===== src/hdl/bbx_exec_map.vh =====
// constants for the branch, bit and flag execution unit
`ifndef BBX_EXEC_MAP_VH
`define BBX_EXEC_MAP_VH
// status flag bit positions
`define BBX_FLAG_C        3'd0
`define BBX_FLAG_Z        3'd1
`define BBX_FLAG_N        3'd2
`define BBX_FLAG_V        3'd3
`define BBX_FLAG_S        3'd4
`define BBX_FLAG_H        3'd5
`define BBX_FLAG_T        3'd6
`define BBX_FLAG_I        3'd7
`define BBX_FLAGS_RESET   8'h00
// operation codes on op_code
`define BBX_OP_NOP        5'h00
`define BBX_OP_BR_ZERO0   5'h01
`define BBX_OP_BR_C1      5'h02
`define BBX_OP_BR_C0      5'h03
`define BBX_OP_BR_UGE     5'h04
`define BBX_OP_BR_ULT     5'h05
`define BBX_OP_BR_N1      5'h06
`define BBX_OP_BR_N0      5'h07
`define BBX_OP_BR_SGE     5'h08
`define BBX_OP_BR_SLT     5'h09
`define BBX_OP_BR_H1      5'h0A
`define BBX_OP_BR_H0      5'h0B
`define BBX_OP_BR_T1      5'h0C
`define BBX_OP_BR_T0      5'h0D
`define BBX_OP_BR_V1      5'h0E
`define BBX_OP_BR_V0      5'h0F
`define BBX_OP_BR_I1      5'h10
`define BBX_OP_BR_I0      5'h11
`define BBX_OP_IO_SET     5'h12
`define BBX_OP_IO_CLR     5'h13
`define BBX_OP_LSL        5'h14
`define BBX_OP_LSR        5'h15
`define BBX_OP_ROL        5'h16
`define BBX_OP_ROR        5'h17
`define BBX_OP_ASR        5'h18
`define BBX_OP_SWAP       5'h19
`define BBX_OP_FLAG_SET   5'h1A
`define BBX_OP_FLAG_CLR   5'h1B
`define BBX_OP_BST        5'h1C
`define BBX_OP_BLD        5'h1D
// misc
`define BBX_PC_STEP       16'h0001
`define BBX_ZERO8         8'h00
`endif


===== src/hdl/bbx_exec_unit.v =====
// execution unit for flag branches, I/O bit ops, shifts, bit transfer and flag ops
// How it works
// - not-zero branch: pc <= pc + offset + 1 when Z clear; 1 or 2 cycles
// - carry-clear and unsigned-ge branches taken while C is zero
// - carry-set and unsigned-lt branches taken while C is one
// - negative branch on N one, nonnegative on N zero; no flag changes
// - signed-ge branch taken when N xor V is zero
// - signed-lt branch taken when N xor V is one
// - half-carry branches taken on H one or H zero
// - transfer branches taken on T one or T zero, same target and timing
// - overflow branches taken on V one or V zero
// - interrupt branches taken on I one or I zero
// - I/O bit force to one or zero, two cycles, flags untouched
// - logical shifts insert zero, update Z C N V, one cycle
// - rotates take old C in, shifted-out bit to C, update Z C N V
// - arithmetic right shift moves bits 7..1 down, update Z C N V
// - nibble swap in one cycle, no flag changes
// - bit store copies register bit into T only
// - bit load copies T into register bit, no flag changes
// - flag set and clear by index change only the named flag
// - interrupt enable set and clear ops touch only I
// - S flag set and cleared directly by single-cycle ops
`include "bbx_exec_map.vh"
`default_nettype none
module bbx_exec_unit #(
	parameter PC_W = 16
) (
	input  wire            mclk,
	input  wire            sys_rst,
	input  wire            op_valid,
	input  wire [4:0]      op_code,
	input  wire [2:0]      op_bit,
	input  wire [11:0]     op_offset,
	input  wire [PC_W-1:0] pc_in,
	input  wire [7:0]      reg_rdata,
	input  wire [5:0]      io_addr,
	input  wire [7:0]      io_rdata,
	output reg             busy,
	output reg             pc_load,
	output reg  [PC_W-1:0] pc_target,
	output reg             reg_we,
	output reg  [7:0]      reg_wdata,
	output reg             io_re,
	output reg  [5:0]      io_raddr,
	output reg             io_we,
	output reg  [5:0]      io_waddr,
	output reg  [7:0]      io_wdata,
	output reg  [7:0]      status_flags
);
	// flag result of a shift: Z C N V, S follows N xor V
	function [7:0] shift_flags;
		input [7:0] f;
		input [7:0] r;
		input       c;
		reg   [7:0] t;
		begin
			t = f;
			t[`BBX_FLAG_C] = c;
			t[`BBX_FLAG_Z] = (r == `BBX_ZERO8);
			t[`BBX_FLAG_N] = r[7];
			t[`BBX_FLAG_V] = r[7] ^ c;
			t[`BBX_FLAG_S] = r[7] ^ r[7] ^ c;
			shift_flags = t;
		end
	endfunction

	reg            cond;
	reg            is_branch;
	reg  [7:0]     res;
	reg  [7:0]     flags_next;
	reg            wr_res;
	reg            br_wait_reg;
	reg            io_wait_reg;
	reg            io_set_reg;
	reg  [2:0]     io_bit_reg;
	wire           idle = !br_wait_reg && !io_wait_reg;
	wire [PC_W-1:0] offs_ext = {{(PC_W-12){op_offset[11]}}, op_offset};
	wire           f_c = status_flags[`BBX_FLAG_C];
	wire           f_z = status_flags[`BBX_FLAG_Z];
	wire           f_n = status_flags[`BBX_FLAG_N];
	wire           f_v = status_flags[`BBX_FLAG_V];

	always @* begin
		cond = 1'b0;
		is_branch = 1'b1;
		case (op_code)
			`BBX_OP_BR_ZERO0: cond = !f_z;
			`BBX_OP_BR_C0,
			`BBX_OP_BR_UGE:   cond = !f_c;
			`BBX_OP_BR_C1,
			`BBX_OP_BR_ULT:   cond = f_c;
			`BBX_OP_BR_N1:    cond = f_n;
			`BBX_OP_BR_N0:    cond = !f_n;
			`BBX_OP_BR_SGE:   cond = !(f_n ^ f_v);
			`BBX_OP_BR_SLT:   cond = f_n ^ f_v;
			`BBX_OP_BR_H1:    cond = status_flags[`BBX_FLAG_H];
			`BBX_OP_BR_H0:    cond = !status_flags[`BBX_FLAG_H];
			`BBX_OP_BR_T1:    cond = status_flags[`BBX_FLAG_T];
			`BBX_OP_BR_T0:    cond = !status_flags[`BBX_FLAG_T];
			`BBX_OP_BR_V1:    cond = f_v;
			`BBX_OP_BR_V0:    cond = !f_v;
			`BBX_OP_BR_I1:    cond = status_flags[`BBX_FLAG_I];
			`BBX_OP_BR_I0:    cond = !status_flags[`BBX_FLAG_I];
			default:          is_branch = 1'b0;
		endcase
	end

	always @* begin
		res = reg_rdata;
		flags_next = status_flags;
		wr_res = 1'b0;
		case (op_code)
			`BBX_OP_LSL: begin
				res = {reg_rdata[6:0], 1'b0};
				flags_next = shift_flags(status_flags, res, reg_rdata[7]);
				wr_res = 1'b1;
			end
			`BBX_OP_LSR: begin
				res = {1'b0, reg_rdata[7:1]};
				flags_next = shift_flags(status_flags, res, reg_rdata[0]);
				wr_res = 1'b1;
			end
			`BBX_OP_ROL: begin
				res = {reg_rdata[6:0], f_c};
				flags_next = shift_flags(status_flags, res, reg_rdata[7]);
				wr_res = 1'b1;
			end
			`BBX_OP_ROR: begin
				res = {f_c, reg_rdata[7:1]};
				flags_next = shift_flags(status_flags, res, reg_rdata[0]);
				wr_res = 1'b1;
			end
			`BBX_OP_ASR: begin
				res = {reg_rdata[7], reg_rdata[7:1]};
				flags_next = shift_flags(status_flags, res, reg_rdata[0]);
				wr_res = 1'b1;
			end
			`BBX_OP_SWAP: begin
				res = {reg_rdata[3:0], reg_rdata[7:4]};
				wr_res = 1'b1;
			end
			`BBX_OP_BST: begin
				flags_next[`BBX_FLAG_T] = reg_rdata[op_bit];
			end
			`BBX_OP_BLD: begin
				res[op_bit] = status_flags[`BBX_FLAG_T];
				wr_res = 1'b1;
			end
			// one index op covers carry..interrupt, including S and I ops
			`BBX_OP_FLAG_SET: flags_next[op_bit] = 1'b1;
			`BBX_OP_FLAG_CLR: flags_next[op_bit] = 1'b0;
			default: ;
		endcase
	end

	always @(posedge mclk) begin
		if (sys_rst) begin
			status_flags <= `BBX_FLAGS_RESET;
			busy <= 1'b0;
			pc_load <= 1'b0;
			pc_target <= {PC_W{1'b0}};
			reg_we <= 1'b0;
			reg_wdata <= `BBX_ZERO8;
			io_re <= 1'b0;
			io_raddr <= 6'h00;
			io_we <= 1'b0;
			io_waddr <= 6'h00;
			io_wdata <= `BBX_ZERO8;
			br_wait_reg <= 1'b0;
			io_wait_reg <= 1'b0;
			io_set_reg <= 1'b0;
			io_bit_reg <= 3'h0;
		end else begin
			pc_load <= 1'b0;
			reg_we <= 1'b0;
			io_re <= 1'b0;
			io_we <= 1'b0;
			busy <= 1'b0;
			br_wait_reg <= 1'b0;
			if (io_wait_reg) begin
				// second cycle: read-modify-write of one I/O bit
				io_wait_reg <= 1'b0;
				io_we <= 1'b1;
				io_waddr <= io_raddr;
				io_wdata <= io_rdata;
				io_wdata[io_bit_reg] <= io_set_reg;
			end else if (idle && op_valid) begin
				if (is_branch) begin
					if (cond) begin
						// taken: second cycle holds fetch while target loads
						pc_target <= pc_in + offs_ext + `BBX_PC_STEP;
						pc_load <= 1'b1;
						busy <= 1'b1;
						br_wait_reg <= 1'b1;
					end
				end else if (op_code == `BBX_OP_IO_SET || op_code == `BBX_OP_IO_CLR) begin
					io_re <= 1'b1;
					io_raddr <= io_addr;
					io_bit_reg <= op_bit;
					io_set_reg <= (op_code == `BBX_OP_IO_SET);
					io_wait_reg <= 1'b1;
					busy <= 1'b1;
				end else begin
					status_flags <= flags_next;
					reg_we <= wr_res;
					reg_wdata <= res;
				end
			end
		end
	end
endmodule // bbx_exec_unit
`default_nettype wire


===== config.mk =====
export PLATFORM = sky130hd
export DESIGN_NAME = bbx_exec_unit
export DESIGN_NICKNAME = d
export VERILOG_FILES = /design/src/hdl/bbx_exec_unit.v
export VERILOG_INCLUDE_DIRS = /design/src /design/src/hdl
export SDC_FILE = /design/constraint.sdc
export NUM_CORES = 1
export LEC_CHECK = 0
export BUFFER_PORTS_ARGS = -buffer_cell sky130_fd_sc_hd__buf_2
export CORE_MARGIN = 2
export CORE_UTILIZATION = 52
export DETAILED_ROUTE_END_ITERATION = 6
export PLACE_DENSITY = 0.78
export RECOVER_POWER = 25
export SYNTH_ARGS = -nofsm -noshare
export SYNTH_HDL_FRONTEND = slang
export SYNTH_SLANG_ARGS = --single-unit
export TNS_END_PERCENT = 1

===== constraint.sdc =====
create_clock -name mclk -period 2.8 [get_ports mclk]
set_input_delay 0.14 -clock mclk [delete_from_list [all_inputs] [get_ports mclk]]
set_output_delay 0.14 -clock mclk [all_outputs]
set_load 0.01 [all_outputs]

## Yosys cells after proc, flatten, opt, wreduce, memory -nomap -nowiden

Cells that the tools add are included.

- Magnitude comparators: 4
- Equal/unequal tests: 29
- Bitwise logic cells: 16
- Add/subtract/negate cells: 2
- Reductions and logical operators: 38
- Multiplexer cells: 19

Operators with widths:

| operator | count |
|---|---|
| equality test 5 bit, second input constant | 14 |
| case mux 8 bit (7 select lines) | 1 |
| case mux 6 bit (7 select lines) | 1 |
| equality test 5 x 4 -> 1 bit, second input constant | 8 |
| zero test 8 bit | 3 |
| equality test 5 x 3 -> 1 bit, second input constant | 4 |
| OR reduction 17 bit | 1 |
| adder 16 x 1 -> 16 bit, second input constant | 1 |
| adder 16 bit | 1 |
| bitwise mux 8 bit | 2 |
| case mux 1 bit (15 select lines) | 1 |
| AND reduction 5 bit | 3 |
| zero test 7 bit | 2 |
| AND reduction 4 bit | 3 |
| equality test 5 x 2 -> 1 bit, second input constant | 2 |
| zero test 1 bit | 10 |
| AND reduction 10 bit | 1 |
| 2-to-1 mux 1 bit | 9 |
| NOT 1 bit | 9 |
| AND 8 bit | 1 |
| < comparator 3 x 4 -> 1 bit, second input constant | 2 |
| NOT 8 bit | 1 |
| OR 8 bit | 1 |
| OR reduction 4 bit | 2 |
| 16 further kinds | 25 |

- Register bits: 61
- Word-level logic and storage cells: 124

## Depth between registers and ports, before layout

- Word-level depth: 7
- Mapped depth: 11
- Depth with buffers taken out: 11

## Worst setup path before layout

OpenSTA, ideal clock, no wires.

- Path kind: input port to flip-flop
- Start: input port op_offset[0]
- End: register pc_target[12]
- Library setup time: 130 ps
- Stages: 11
- Path slack: 704 ps
- Buffers on the path: 0
- Arrival: 1966 ps
- Path through: inv_1 > ha_1 > inv_1 > fa_1 > a21o_1 > a221o_1 > a31oi_1 > o21bai_1 > a21oi_1 > xor2_1 > o31ai_1

- Longest elaborated chain between the ends: 2

Ends and longest elaborated chain:

| what | RTL line | source |
|---|---|---|
| from (decl) | bbx_exec_unit.v:33 | `input wire [11:0] op_offset,` |
| adder 16 bit | bbx_exec_unit.v:191 | `` pc_target <= pc_in + offs_ext + `BBX_PC_STEP; `` |
| adder 16 x 1 -> 16 bit (no source line) | - |  |
| to (signal assigned) | bbx_exec_unit.v:161 | `pc_target <= {PC_W{1'b0}};` |
| to (signal assigned) | bbx_exec_unit.v:191 |  |
| to (decl) | bbx_exec_unit.v:40 | `output reg [PC_W-1:0] pc_target,` |

No other way between the ends.
A chain may end at the register's enable or synchronous reset.

## Worst setup path after layout

- Start: input port pc_in[0]
- End: register pc_target[12]

- Longest elaborated chain between the ends: 2

Ends and longest elaborated chain:

| what | RTL line | source |
|---|---|---|
| from (decl) | bbx_exec_unit.v:34 | `input wire [PC_W-1:0] pc_in,` |
| adder 16 bit | bbx_exec_unit.v:191 |  |
| adder 16 x 1 -> 16 bit (no source line) | - |  |

No other way between the ends.

==> results.py <==
metrics = {
    "finish": {
        "regMostFlops": "pc_target",
        "drive_gt1_share_pct": 20.3,
        "fin_area_mm2": 0.00464,
        "largest_reg_flops": 16,
        "reg_top3": "pc_target: 16 flops, io_wdata: 8 flops, reg_wdata: 8 flops",
        "area_growth_syn_to_layout_pct": 17.8,
        "n_fill_cell": 668,
        "antennaDiodeCount": 0,
        "final_nets": 663,
    },
    "sta": {
        "drv_slew": 0,
        "tightest_slew_ns": 1.11,
        "max_slew_margin_pct": 25.7,
        "finalCritPeriodShare_pct": 75.7,
        "timing.fmax_mhz": 472,
        "final.setup.tns_ns": 0,
        "rsz0062_at_grt": "false",
        "finalSetupViolations": 0,
        "finalCriticalPeriod_ns": 2.12,
        "skew_ns": 0.00996,
        "hold_viol_final": 0,
    },
    "power": {
        "p_leak_nw": 2.08,
        "total_power_w": 0.00214,
        "powerDensity_mw_per_mm2": 462,
        "ir_drop_v": 0.000268,
    },
    "job": {
        "maxCapViolations": 0,
    },
    "placement": {
        "postPlaceCellArea_mm2": 0.00449,
        "gp_congestion": 0.967,
        "dp_hpwl_um": 7630,
        "port-buffer-count": 117,
    },
    "logic_synthesis": {
        "synth_commonest_cells": "69 x nor2_1, 61 x dfxtp_1, 48 x nand2_1, 35 x mux2i_1, 34 x a21oi_1",
        "synth.yosys.warnings": 0,
        "synthArstFlopShare_pct": 0,
        "yosys.area.top_type": "dfxtp_1",
        "seq_area_frac_synth_pct": 31.0,
        "ys_ff_latch": 61,
        "yosysTopAreaCellShare_pct": 31.0,
        "syn_avg_cell_area_um2": 8.02,
        "dominantRegCellSynth": "dfxtp_1",
        "synth_cell_type_count": 56,
        "synth_fp_nets": 568,
        "synth.top_cells.by_area": "dfxtp_1 31%, mux2i_1 8.9%, nor2_1 6.6%, ha_1 4.8%, nand2_1 4.6%",
        "yosysMostFrequentCell": "nor2_1",
        "postSynthCellCount": 491,
        "mappedNetlistArea_mm2": 0.00394,
        "synth_edf_count": 0,
    },
    "global_routing": {
        "antenna_found_initial": 0,
        "grt_use_total_pct": 24.7,
        "grt_max_degree": 50,
        "gr-total-overflow": 0,
        "grt_first_pass_wirelength_um": 17000,
        "grt_pass1_vias": 3676,
    },
    "cts": {
        "cts_buffers": 9,
        "clock-sinks": 61,
        "cts.repair.resized": 0,
        "clockBufferDepth": 2,
        "clock-root-buffer": "clkbuf_8",
        "postCtsHoldBufs": 0,
        "clk_pin_slew_ns": 0.08,
        "cts_tree": "built",
        "clock_latency_ns": 0.34,
        "htree_levels": 3,
        "post-cts-setup-buffers": 0,
    },
    "worst_setup_path": {
        "start_kind": "input port",
        "cp_data_arrival_time_ns": 2.32,
        "crit_start": "pc_in[0]",
        "required_ns": 3.00,
        "path_max_fanout": 4,
        "slowest_stage": "fa_1",
        "critical_path.cell_chain": "buf_2, inv_1, ha_1, inv_1, fa_1, a21o_1, a221o_1, a31oi_1, o21bai_1, a21oi_1, xor2_1, o31ai_1",
        "r2r_slack_ns": 0.78,
        "crit_path_frequent_cell": "inv_1",
        "cpPeakStageDelay_ns": 0.39,
        "worst_setup_path_end_kind": "flip-flop",
        "critical_path_buf_inv_count": 3,
        "rr_startpoint": "status_flags[6]",
        "crit_family": "compound AO/OA/AOI/OAI gates",
        "critPathKind": "input port to flip-flop",
    },
    "hold_path": {
        "hold_path.class": "input port to flip-flop",
        "worstHoldStart": "io_addr[3]",
    },
    "floorplan": {
        "die_h_um": 91.0,
        "ios": 118,
        "dieArea_mm2": 0.00829,
        "rows": 31,
        "initial_core_util_pct": 54.0,
        "fp.dieW_um": 91.0,
        "core_mm2": 0.00729,
    },
    "drt": {
        "finalWirelength_um": 10500,
        "routedWlPerCell_um": 15.1,
        "vias": 4053,
        "viasPerCell": 5.87,
        "first_pass_iters": 5,
        "drtIter0Drc": 260,
        "antenna_left": 0,
        "drcViolationCount": 0,
    },
    "status": {
        "status": "completed",
    },
}
==> where the power goes <==
group	leakage [nW]	internal (W)	switching, W
Clock	0.0960	0.000413	0.000370
Sequential	0.494	0.000893	0.0000179
Combinational	1.49	0.000188	0.000261
Total	2.08	0.00149	0.000649
==> placed cells by master (no fill, tap or decap), types with 5 or more instances in the layout <==
cell      count
buf_2        89
nor2_1       69
dfxtp_1      61
nand2_1      48
mux2i_1      35
a21oi_1      34
clkbuf_1     29
o21ai_0      26
nand3_1      16
a211oi_1     16
ha_1         15
xnor2_1      11
inv_1        10
xor2_1        9
clkbuf_8      9
and3_1        7
a21o_1        7
nor2b_1       7
a222oi_1      7
o21a_1        6
o211ai_1      5
nor3_1        5
==> cell families after synthesis <==
kind of cell | after synthesis | synth area share (%)
AND/OR/NAND/NOR | 178 | 21.0
AO/OA/AOI/OAI | 132 | 23.0
flip-flops | 61 | 31.0
buffers and inverters | 47 | 5.88
multiplexers | 37 | 9.46
XOR/XNOR | 20 | 4.45
adder cells (fa/ha/maj) | 16 | 5.27
==> layer usage <==
| metal | GRT usage (%) | vias to the layer above | share of wire, % |
|---|---|---|---|
| li1 | - | 1964 | - |
| met1 | 30.4 | 1842 | 41 |
| met2 | 40.2 | 218 | 47 |
| met3 | 5.56 | 29 | 8.8 |
| met4 | 13.3 | 0 | 2.9 |
| met5 | 0 | - | 0 |
==> worst reg2reg max path, delay by kind of cell, from the launching register on <==
| family | cells | cell delay [ns] |
|---|---|---|
| AO/OA/AOI/OAI | 4 | 1.02 |
| flip-flops | 1 | 0.46 |
| AND/OR/NAND/NOR | 2 | 0.13 |
| multiplexers | 1 | 0.28 |
==> through the flow <==
step,util [%],hold WS [ns],cells,setup WS (ns)
floorplan,-,0.284,491,0.704
global placement,61.5,0.372,674,0.474
detailed placement,61.5,0.393,674,0.355
CTS,64.2,0.0244,690,0.721
global route,63.7,0.0444,690,0.576
finish,63.7,0.0365,690,0.682
==> layout make-up <==
type,count,area (µm²),share of cell area (%)
Clock inverter,7,72.6,1.56
Inverter,10,37.5,0.808
Multi-Input combinational cell,383,2490,53.6
Sequential cell,61,1220,26.3
Tap cell,99,124,2.67
Timing Repair Buffer,121,577,12.4
Clock buffer,9,124,2.67
==> worst paths after layout <==
kind | to | cells after the start
setup reg to reg | pc_target[11] | 7
hold / removal | io_raddr[3] | 3
setup / recovery | pc_target[12] | 12
hold reg to reg | pc_target[13] | 2
No activity file was read; power rests on OpenSTA's default activity.
